<file path="config.mk">
export PLATFORM = sky130hd
export DESIGN_NAME = flash_host_ctrl
export DESIGN_NICKNAME = d
export VERILOG_FILES = /design/src/design/flash_host_pkg.sv /design/src/design/pin_sync.sv /design/src/design/flash_host_ctrl.sv
export VERILOG_INCLUDE_DIRS = /design/src /design/src/design
export SDC_FILE = /design/constraint.sdc
export NUM_CORES = 1
export LEC_CHECK = 0
export ABC_AREA = 1
export CAP_MARGIN = 30
export CORE_MARGIN = 3
export CORE_UTILIZATION = 36
export CTS_CLUSTER_DIAMETER = 30
export DETAILED_ROUTE_END_ITERATION = 6
export DONT_BUFFER_PORTS = 1
export GPL_TIMING_DRIVEN = 0
export SETUP_SLACK_MARGIN = 0.5
export SYNTH_ARGS = -nofsm -noshare
export SYNTH_HDL_FRONTEND = slang
export SYNTH_SLANG_ARGS = --single-unit
</file>
<file path="constraint.sdc">
create_clock -name ref_clk -period 2.9 [get_ports ref_clk]
set_input_delay 0.145 -clock ref_clk [delete_from_list [all_inputs] [get_ports ref_clk]]
set_output_delay 0.145 -clock ref_clk [all_outputs]
set_load 0.01 [all_outputs]
</file>
<file path="src/design/flash_host_defines.svh">
`ifndef FLASH_HOST_DEFINES_SVH
`define FLASH_HOST_DEFINES_SVH

`define CMD_READ_ARRAY    8'hff
`define CMD_READ_ID       8'h90
`define CMD_QUERY         8'h98
`define CMD_READ_STATUS   8'h70
`define CMD_CLEAR_STATUS  8'h50
`define CMD_PROGRAM       8'h40
`define CMD_SUSPEND       8'hb0
`define CMD_RESUME        8'hd0

`define ID_OFS_MAKER      8'h00
`define ID_OFS_PART       8'h01
`define ID_OFS_LOCK       8'h02
`define ID_OFS_PROT_LOCK  8'h80
`define ID_OFS_PROT_DATA  8'h81

`define SR_READY_BIT      7
`define SR_SUSPEND_BIT    2
`define SR_ERR_MASK       8'h3a

// Bus timing in ns, turned into ref_clk cycles
`define SETUP_NS          20
`define STROBE_NS         70
`define RESET_LOW_NS      100
`define WAKE_NS           150
`define CLK_PERIOD_NS     4
`define NS_TO_CYC(ns)     (((ns) + `CLK_PERIOD_NS - 1) / `CLK_PERIOD_NS)
`define CNT_W             8
`define ADDR_W            22
`define DATA_W            16

`endif

</file>
<file path="src/design/flash_host_pkg.sv">
package flash_host_pkg;
  typedef enum logic [2:0] {
    OP_READ      = 3'b000,
    OP_WRITE     = 3'b001,
    OP_RESET     = 3'b010,
    OP_POLL      = 3'b011,
    OP_PROGRAM   = 3'b100
  } op_t;

  typedef enum logic [3:0] {
    ST_IDLE      = 4'b0000,
    ST_RST_LOW   = 4'b0001,
    ST_RST_WAKE  = 4'b0010,
    ST_WR_SETUP  = 4'b0011,
    ST_WR_STROBE = 4'b0100,
    ST_WR_HOLD   = 4'b0101,
    ST_RD_SETUP  = 4'b0110,
    ST_RD_STROBE = 4'b0111,
    ST_RD_DONE   = 4'b1000,
    ST_PG_DATA   = 4'b1001,
    ST_POLL_GAP  = 4'b1010
  } state_t;
endpackage : flash_host_pkg

</file>
<file path="src/design/pin_sync.sv">
`timescale 1ns/1ps
`include "flash_host_defines.svh"

// Three-stage capture of data pins; a bit changes once stages two and three agree
module pin_sync (
  input  wire logic                 ref_clk,
  input  wire logic                 rst,
  input  wire logic [`DATA_W-1:0]   pin_in,
  output logic      [`DATA_W-1:0]   pin_out
);
  logic [`DATA_W-1:0] s1_r;
  logic [`DATA_W-1:0] s2_r;
  logic [`DATA_W-1:0] s3_r;
  logic [`DATA_W-1:0] out_r;

  always_ff @(posedge ref_clk) begin
    if (rst) begin
      s1_r <= '0;
      s2_r <= '0;
      s3_r <= '0;
    end else begin
      s1_r <= pin_in;
      s2_r <= s1_r;
      s3_r <= s2_r;
    end
  end

  genvar i;
  generate
    for (i = 0; i < `DATA_W; i++) begin : g_bit
      always_ff @(posedge ref_clk) begin
        if (rst) begin
          out_r[i] <= 1'b0;
        end else if (s2_r[i] == s3_r[i]) begin
          out_r[i] <= s3_r[i];
        end
      end
    end
  endgenerate

  assign pin_out = out_r;
endmodule : pin_sync

</file>
<file path="src/design/flash_host_ctrl.sv">
`timescale 1ns/1ps
`include "flash_host_defines.svh"

module flash_host_ctrl (
  input  wire logic                 ref_clk,
  input  wire logic                 rst,
  // User side
  input  wire logic                 req_valid,
  output logic                      req_ready,
  input  wire flash_host_pkg::op_t  req_op,
  input  wire logic [`ADDR_W-1:0]   req_addr,
  input  wire logic [`DATA_W-1:0]   req_data,
  output logic                      rsp_valid,
  output logic [`DATA_W-1:0]        rsp_data,
  output logic                      suspended,
  // Flash pins
  output logic [`ADDR_W-1:0]        addr_pin,
  input  wire logic [`DATA_W-1:0]   dq_in,
  output logic [`DATA_W-1:0]        dq_out,
  output logic                      dq_oe,
  output logic                      chip_sel_n,
  output logic                      out_en_n,
  output logic                      wr_strobe_n,
  output logic                      reset_pin_n
);
  localparam logic [`CNT_W-1:0] SETUP_CYC  = `CNT_W'(`NS_TO_CYC(`SETUP_NS));
  localparam logic [`CNT_W-1:0] STROBE_CYC = `CNT_W'(`NS_TO_CYC(`STROBE_NS));
  localparam logic [`CNT_W-1:0] RSTLO_CYC  = `CNT_W'(`NS_TO_CYC(`RESET_LOW_NS));
  localparam logic [`CNT_W-1:0] WAKE_CYC   = `CNT_W'(`NS_TO_CYC(`WAKE_NS));

  flash_host_pkg::state_t state_r;
  flash_host_pkg::op_t    op_r;
  logic [`CNT_W-1:0]      cnt_r;
  logic [`ADDR_W-1:0]     addr_r;
  logic [`DATA_W-1:0]     wdata_r;
  logic [`DATA_W-1:0]     rdata_r;
  logic                   rsp_r;
  logic                   susp_r;
  logic [`DATA_W-1:0]     dq_sync;
  logic                   cnt_done;

  function automatic logic is_cmd(input logic [`DATA_W-1:0] d, input logic [7:0] c);
    is_cmd = (d[7:0] == c);
  endfunction : is_cmd

  pin_sync u_sync (
    .ref_clk (ref_clk),
    .rst     (rst),
    .pin_in  (dq_in),
    .pin_out (dq_sync)
  );

  assign cnt_done  = (cnt_r == '0);
  assign req_ready = (state_r == flash_host_pkg::ST_IDLE);

  always_ff @(posedge ref_clk) begin
    if (rst) begin
      state_r <= flash_host_pkg::ST_RST_LOW;
      cnt_r   <= RSTLO_CYC;
    end else begin
      case (state_r)
        flash_host_pkg::ST_IDLE: begin
          if (req_valid) begin
            cnt_r <= SETUP_CYC;
            case (req_op)
              flash_host_pkg::OP_RESET:   begin
                state_r <= flash_host_pkg::ST_RST_LOW;
                cnt_r   <= RSTLO_CYC;
              end
              flash_host_pkg::OP_WRITE:   state_r <= flash_host_pkg::ST_WR_SETUP;
              flash_host_pkg::OP_PROGRAM: state_r <= flash_host_pkg::ST_WR_SETUP;
              default:                    state_r <= flash_host_pkg::ST_RD_SETUP;
            endcase
          end
        end
        flash_host_pkg::ST_RST_LOW: begin
          cnt_r <= cnt_r - 1'b1;
          if (cnt_done) begin
            state_r <= flash_host_pkg::ST_RST_WAKE;
            cnt_r   <= WAKE_CYC;
          end
        end
        flash_host_pkg::ST_WR_SETUP, flash_host_pkg::ST_RD_SETUP, flash_host_pkg::ST_POLL_GAP: begin
          cnt_r <= cnt_r - 1'b1;
          if (cnt_done) begin
            cnt_r   <= STROBE_CYC;
            state_r <= (state_r == flash_host_pkg::ST_WR_SETUP) ? flash_host_pkg::ST_WR_STROBE
                                                                : flash_host_pkg::ST_RD_STROBE;
          end
        end
        flash_host_pkg::ST_WR_STROBE, flash_host_pkg::ST_RD_STROBE: begin
          cnt_r <= cnt_r - 1'b1;
          if (cnt_done) begin
            cnt_r   <= SETUP_CYC;
            state_r <= (state_r == flash_host_pkg::ST_WR_STROBE) ? flash_host_pkg::ST_WR_HOLD
                                                                 : flash_host_pkg::ST_RD_DONE;
          end
        end
        flash_host_pkg::ST_WR_HOLD: begin
          cnt_r <= cnt_r - 1'b1;
          if (cnt_done) begin
            // Program set-up then second write with address and data
            state_r <= (op_r == flash_host_pkg::OP_PROGRAM) ? flash_host_pkg::ST_PG_DATA
                                                            : flash_host_pkg::ST_IDLE;
            cnt_r   <= SETUP_CYC;
          end
        end
        flash_host_pkg::ST_PG_DATA: begin
          state_r <= flash_host_pkg::ST_WR_SETUP;
        end
        flash_host_pkg::ST_RD_DONE: begin
          // Poll repeats with a fresh strobe per read until ready bit
          if (op_r == flash_host_pkg::OP_POLL && !dq_sync[`SR_READY_BIT]) begin
            state_r <= flash_host_pkg::ST_POLL_GAP;
            cnt_r   <= SETUP_CYC;
          end else begin
            state_r <= flash_host_pkg::ST_IDLE;
          end
        end
        default: begin
          cnt_r <= cnt_r - 1'b1;
          if (cnt_done) begin
            state_r <= flash_host_pkg::ST_IDLE;
          end
        end
      endcase
    end
  end

  // Request capture
  always_ff @(posedge ref_clk) begin
    if (rst) begin
      op_r    <= flash_host_pkg::OP_READ;
      addr_r  <= '0;
      wdata_r <= '0;
    end else if (state_r == flash_host_pkg::ST_IDLE && req_valid) begin
      op_r    <= req_op;
      addr_r  <= req_addr;
      wdata_r <= (req_op == flash_host_pkg::OP_PROGRAM) ? `DATA_W'(`CMD_PROGRAM) : req_data;
    end else if (state_r == flash_host_pkg::ST_PG_DATA) begin
      op_r    <= flash_host_pkg::OP_WRITE;
      wdata_r <= req_data;
    end
  end

  // Answer, taken while strobe still low
  always_ff @(posedge ref_clk) begin
    if (rst) begin
      rdata_r <= '0;
      rsp_r   <= 1'b0;
    end else begin
      rsp_r <= 1'b0;
      if (state_r == flash_host_pkg::ST_RD_STROBE && cnt_done) begin
        rdata_r <= dq_sync;
      end
      if (state_r == flash_host_pkg::ST_RD_DONE &&
          !(op_r == flash_host_pkg::OP_POLL && !dq_sync[`SR_READY_BIT])) begin
        rsp_r <= 1'b1;
      end
    end
  end

  // Suspend tracking from issued commands
  always_ff @(posedge ref_clk) begin
    if (rst) begin
      susp_r <= 1'b0;
    end else if (state_r == flash_host_pkg::ST_RST_LOW) begin
      susp_r <= 1'b0;
    end else if (state_r == flash_host_pkg::ST_WR_HOLD && cnt_done && op_r == flash_host_pkg::OP_WRITE) begin
      if (is_cmd(wdata_r, `CMD_SUSPEND)) begin
        susp_r <= 1'b1;
      end else if (is_cmd(wdata_r, `CMD_RESUME)) begin
        susp_r <= 1'b0;
      end
    end
  end

  // Pins: strobe rises while address and data still held
  always_comb begin
    reset_pin_n = (state_r != flash_host_pkg::ST_RST_LOW);
    chip_sel_n  = !(state_r == flash_host_pkg::ST_WR_STROBE || state_r == flash_host_pkg::ST_RD_STROBE ||
                    state_r == flash_host_pkg::ST_WR_HOLD);
    wr_strobe_n = (state_r != flash_host_pkg::ST_WR_STROBE);
    out_en_n    = (state_r != flash_host_pkg::ST_RD_STROBE);
    dq_oe       = (state_r == flash_host_pkg::ST_WR_SETUP || state_r == flash_host_pkg::ST_WR_STROBE ||
                   state_r == flash_host_pkg::ST_WR_HOLD);
  end

  assign addr_pin  = addr_r;
  assign dq_out    = wdata_r;
  assign rsp_valid = rsp_r;
  assign rsp_data  = rdata_r;
  assign suspended = susp_r;
endmodule : flash_host_ctrl

</file>
==> results.tsv <==
stage	metric	value	unit
worst_setup_path	CP cell instances	inv_1 > ha_1 > nand2_1 > nor2_4 > inv_2 > nor2_8 > inv_2 > buf_6 > nor2_1 > nor2_1	
yosys	Synth area leaders	dfxtp_1 (53%), nor2_1 (14%), o21ai_0 (6.2%)	
yosys	Synth top area share	0.5333	
worst_setup_path	reg2reg start	cnt_r[0]$_SDFFE_PP1P_	
placed_design	routability congestion estimate	0.8455	
worst_hold_path	HP Class	in2reg	
yosys	Seq/Total Area, Yosys	0.5333	
yosys	synth unique cells	37	
yosys	Syn Nets	704	
timing	Max Clock Freq	0.5553	GHz
timing	period utilization	0.6210	
global_route	global-route wire length before repair	20680	µm
worst_setup_path	peak fanout along the critical path	10	
detailed_routing	Detailed Routing Iterations Pass 1	4	
placed_design	Cells after DPL	818	
worst_setup_path	critical path class	reg2reg	
clock_network	H-tree levels	4	
detailed_routing	post-DR wirelength/cell	13.72	µm
yosys	Post-Syn Area per Cell	7.893	µm²
yosys	most frequent cell after synthesis	nor2_1	
worst_setup_path	Max stage delay on crit path	0.31	ns
power_and_ir_drop	Max rail drop VDD	0.4813	mV
yosys	flops & latches, synth	135	
global_route	antenna violations before repair	0	
layout	P&R area growth vs syn	26.52	%
yosys	top post-synthesis cells by count	nor2_1 (186), dfxtp_1 (135), inv_1 (74), o21ai_0 (63), nand2_1 (43)	
placed_design	HPWL after DPL	8536	µm
clock_network	Sink Count	135	
detailed_routing	Final ANT Viol Nets	0	
power_and_ir_drop	clock share of power	0.345	
detailed_routing	DR iter-0 viols	236	
run	Max-cap violations	0	
yosys	post-synthesis cell area	5067	µm²
yosys	top_reg_cell synth	dfxtp_1	
timing	hold violation total from the final report	0	
power_and_ir_drop	Combinational Power Share	0.237	
power_and_ir_drop	Pwr Density	898.3	nW/µm²
worst_setup_path	Critical Path Slowest Stage Cell	dfxtp_1	
yosys	gate count of the mapped netlist	642	
power_and_ir_drop	Pint	3757	µW
floorplanning	die height	124.6	µm
placed_design	input/output buffers	0	
yosys	Yosys top cell by area	dfxtp_1	
timing	clk_skew	0.008421	ns
global_route	GRT Residual Overflow	0	
clock_network	Num CTS Buffers	17	
worst_setup_path	Worst setup SP type	flip-flop	
clock_network	Max Root-Sink Buffers	2	
timing	max-slew violations	0	
global_route	vias in the first global route	4322	
worst_setup_path	Crit. Startpoint	cnt_r[0]$_SDFFE_PP1P_	
power_and_ir_drop	part of the power in registers	0.418	
layout	n_diodes	0	
floorplanning	CORE AREA	13510	µm²
floorplanning	Die ar.	15540	µm²
timing	min cycle time layout	1.801	ns
power_and_ir_drop	Leakage	0.002743	µW
layout	fillcell total	1281	
timing	Final setup violation count	0	
detailed_routing	drt via density	4.774	
floorplanning	I/O pin count	122	
run_status	status	finished, final reports clean	
global_route	largest net degree at the start of global routing	17	
worst_setup_path	CP delay by family, top	simple AND/OR/NAND/NOR gates	
layout	Layout Nets	780	
detailed_routing	vias	4330	
timing	unrepaired setup endpoints after global routing	no	
power_and_ir_drop	Sw Ratio	0.3477	
yosys	Syn. warnings	0	
yosys	number of synthesized flops with an enable pin	0	
floorplanning	FP Rows	42	
clock_network	Skew-Pair Late Insertion Delay	0.41	ns
yosys	Post-synth ARST share	0	
layout	register area	2703	µm²
layout	Final Instance Count excl. Fillers	907	
clock_network	CTS Root Cell	clkbuf_16	
global_route	total track usage	0.1627	
floorplanning	Die X	124.6	µm
detailed_routing	WL final	12440	µm
worst_setup_path	arrival time at the worst endpoint	2.10	ns
layout	layout cells sized above 1	0.09576	
worst_setup_path	Critical Path Sink Type	flip-flop	
timing	Fin Setup TNS	0	ns
layout	area of the multi-input gates	1927	µm²
timing	slew of the pin with the lowest slew margin	0.5644	ns
timing	Worst slew margin	0.6237	
worst_hold_path	hold_sp	req_op[1]	
clock_network	clock slew seen by the registers of the worst setup and hold paths	0.06	ns
floorplanning	Starting Density	0.3752	
worst_setup_path	Req. time, crit path	3.20	ns
worst_setup_path	buffer and inverter count on the worst path	4	
power_and_ir_drop	switching power	2003	µW
detailed_routing	DRC viols	0	
clock_network	CTS tree	done	
==> sequential cells by signal (all words and copies together), names as in the netlist, 3 cells and up <==
signal,flops
addr_pin,22
cnt_r,8
dq_out,16
op_r,3
rsp_data,16
state_r,4
u_sync.pin_out,16
u_sync.s1_r,16
u_sync.s2_r,16
u_sync.s3_r,16
==> routing by layer <==
metal	track usage	up-vias	part of all wire
li1	-	2174	-
met1	0.1847	1959	0.42
met2	0.2789	160	0.48
met3	0.04545	37	0.065
met4	0.08253	0	0.030
met5	0	-	0
==> power groups by stage <==
stage	logic [µW]	registers (µW)	clock network (µW)
final	1370	2410	1990
after global routing	1550	2440	2110
after CTS	1360	2400	2020
after detailed placement	1290	2440	0
after global placement	1250	2430	0
after floorplan	1040	2380	0
==> worst reg2reg max path: cells and delay by family (launching register included) <==
kind	cells	cell delay, ns
AND/OR/NAND/NOR	5	0.66
buffers and inverters	4	0.54
flip-flops	1	0.31
adder cells (fa/ha/maj)	1	0.18
==> layout by cell type, fill, tap and decap left out, drive strengths merged <==
cell         synthesis  routed
xor2                 2       2
nand3b               3       3
o21a                 1       1
nor3                18      18
a31oi                2       2
o21ai               67      67
buf                  7       7
a21oi               34      34
a221oi               1       1
clkbuf              16      35
nand2               50      50
dfxtp              135     135
nand4                8       8
clkinv               0       1
inv                 84      91
ha                   2       2
o31ai                1       1
dlygate4sd3          0      57
a211oi               2       2
xnor2                3       3
nor2               193     193
o21bai               1       1
nand3                8       8
o211ai               4       4
clkinvlp             0       5
==> final timing paths <==
check / depth (start not counted) / end / slack [ns]
min: 3 / dq_out[6]$_SDFFE_PP0P_ / 0.02
min reg2reg: 2 / u_sync.s2_r[3]$_SDFF_PP0_ / 0.40
max: 10 / rsp_data[5]$_SDFFE_PP0P_ / 1.10
max reg2reg: 10 / rsp_data[5]$_SDFFE_PP0P_ / 1.10
==> cells by family (layout without fill, tap and decap cells) <==
family | after synthesis | count (layout) | synth area share
xor gates and xnor gates | 5 | 5 | 0.008644
DFF | 135 | 135 | 0.5333
adders and majority gates | 2 | 2 | 0.004937
buffers and inverters | 107 | 196 | 0.08642
and+or+nand+nor | 280 | 280 | 0.2439
AOI/OAI and AO/OA | 113 | 113 | 0.1227
==> cell type report <==
cell class | instances | share of cell area
Clock inverter | 13 | 0.01717
Sequential cell | 135 | 0.4215
Tap cell | 176 | 0.03435
Inverter | 84 | 0.04918
Buffer | 23 | 0.01913
Multi-Input combinational cell | 400 | 0.3005
Timing Repair Buffer | 57 | 0.08899
Clock buffer | 19 | 0.06909
==> per-stage QoR <==
stage	worst slack, ns	hold slack [ns]	total power [µW]	instance area (µm²)	util
3_3_place_gp	1.116	0.2524	3686	5288	0.3915
3_5_place_dp	1.112	0.2550	3733	5288	0.3915
6_report	1.099	0.01693	5759	6411	0.4747
2_1_floorplan	1.435	0.2520	3428	5067	-
5_1_grt	0.9259	0.04349	6096	6411	0.4747
4_1_cts	1.087	0.003559	5782	6411	0.4747
==> what timing repair did <==
item,CTS,global route
endpoints found under the setup margin,0,0
gates resized for setup,0,0
endpoints found under the hold margin,57,0
buffers inserted,0,0
hold buffers,57,0
No activity file was read; power rests on OpenSTA's default activity.
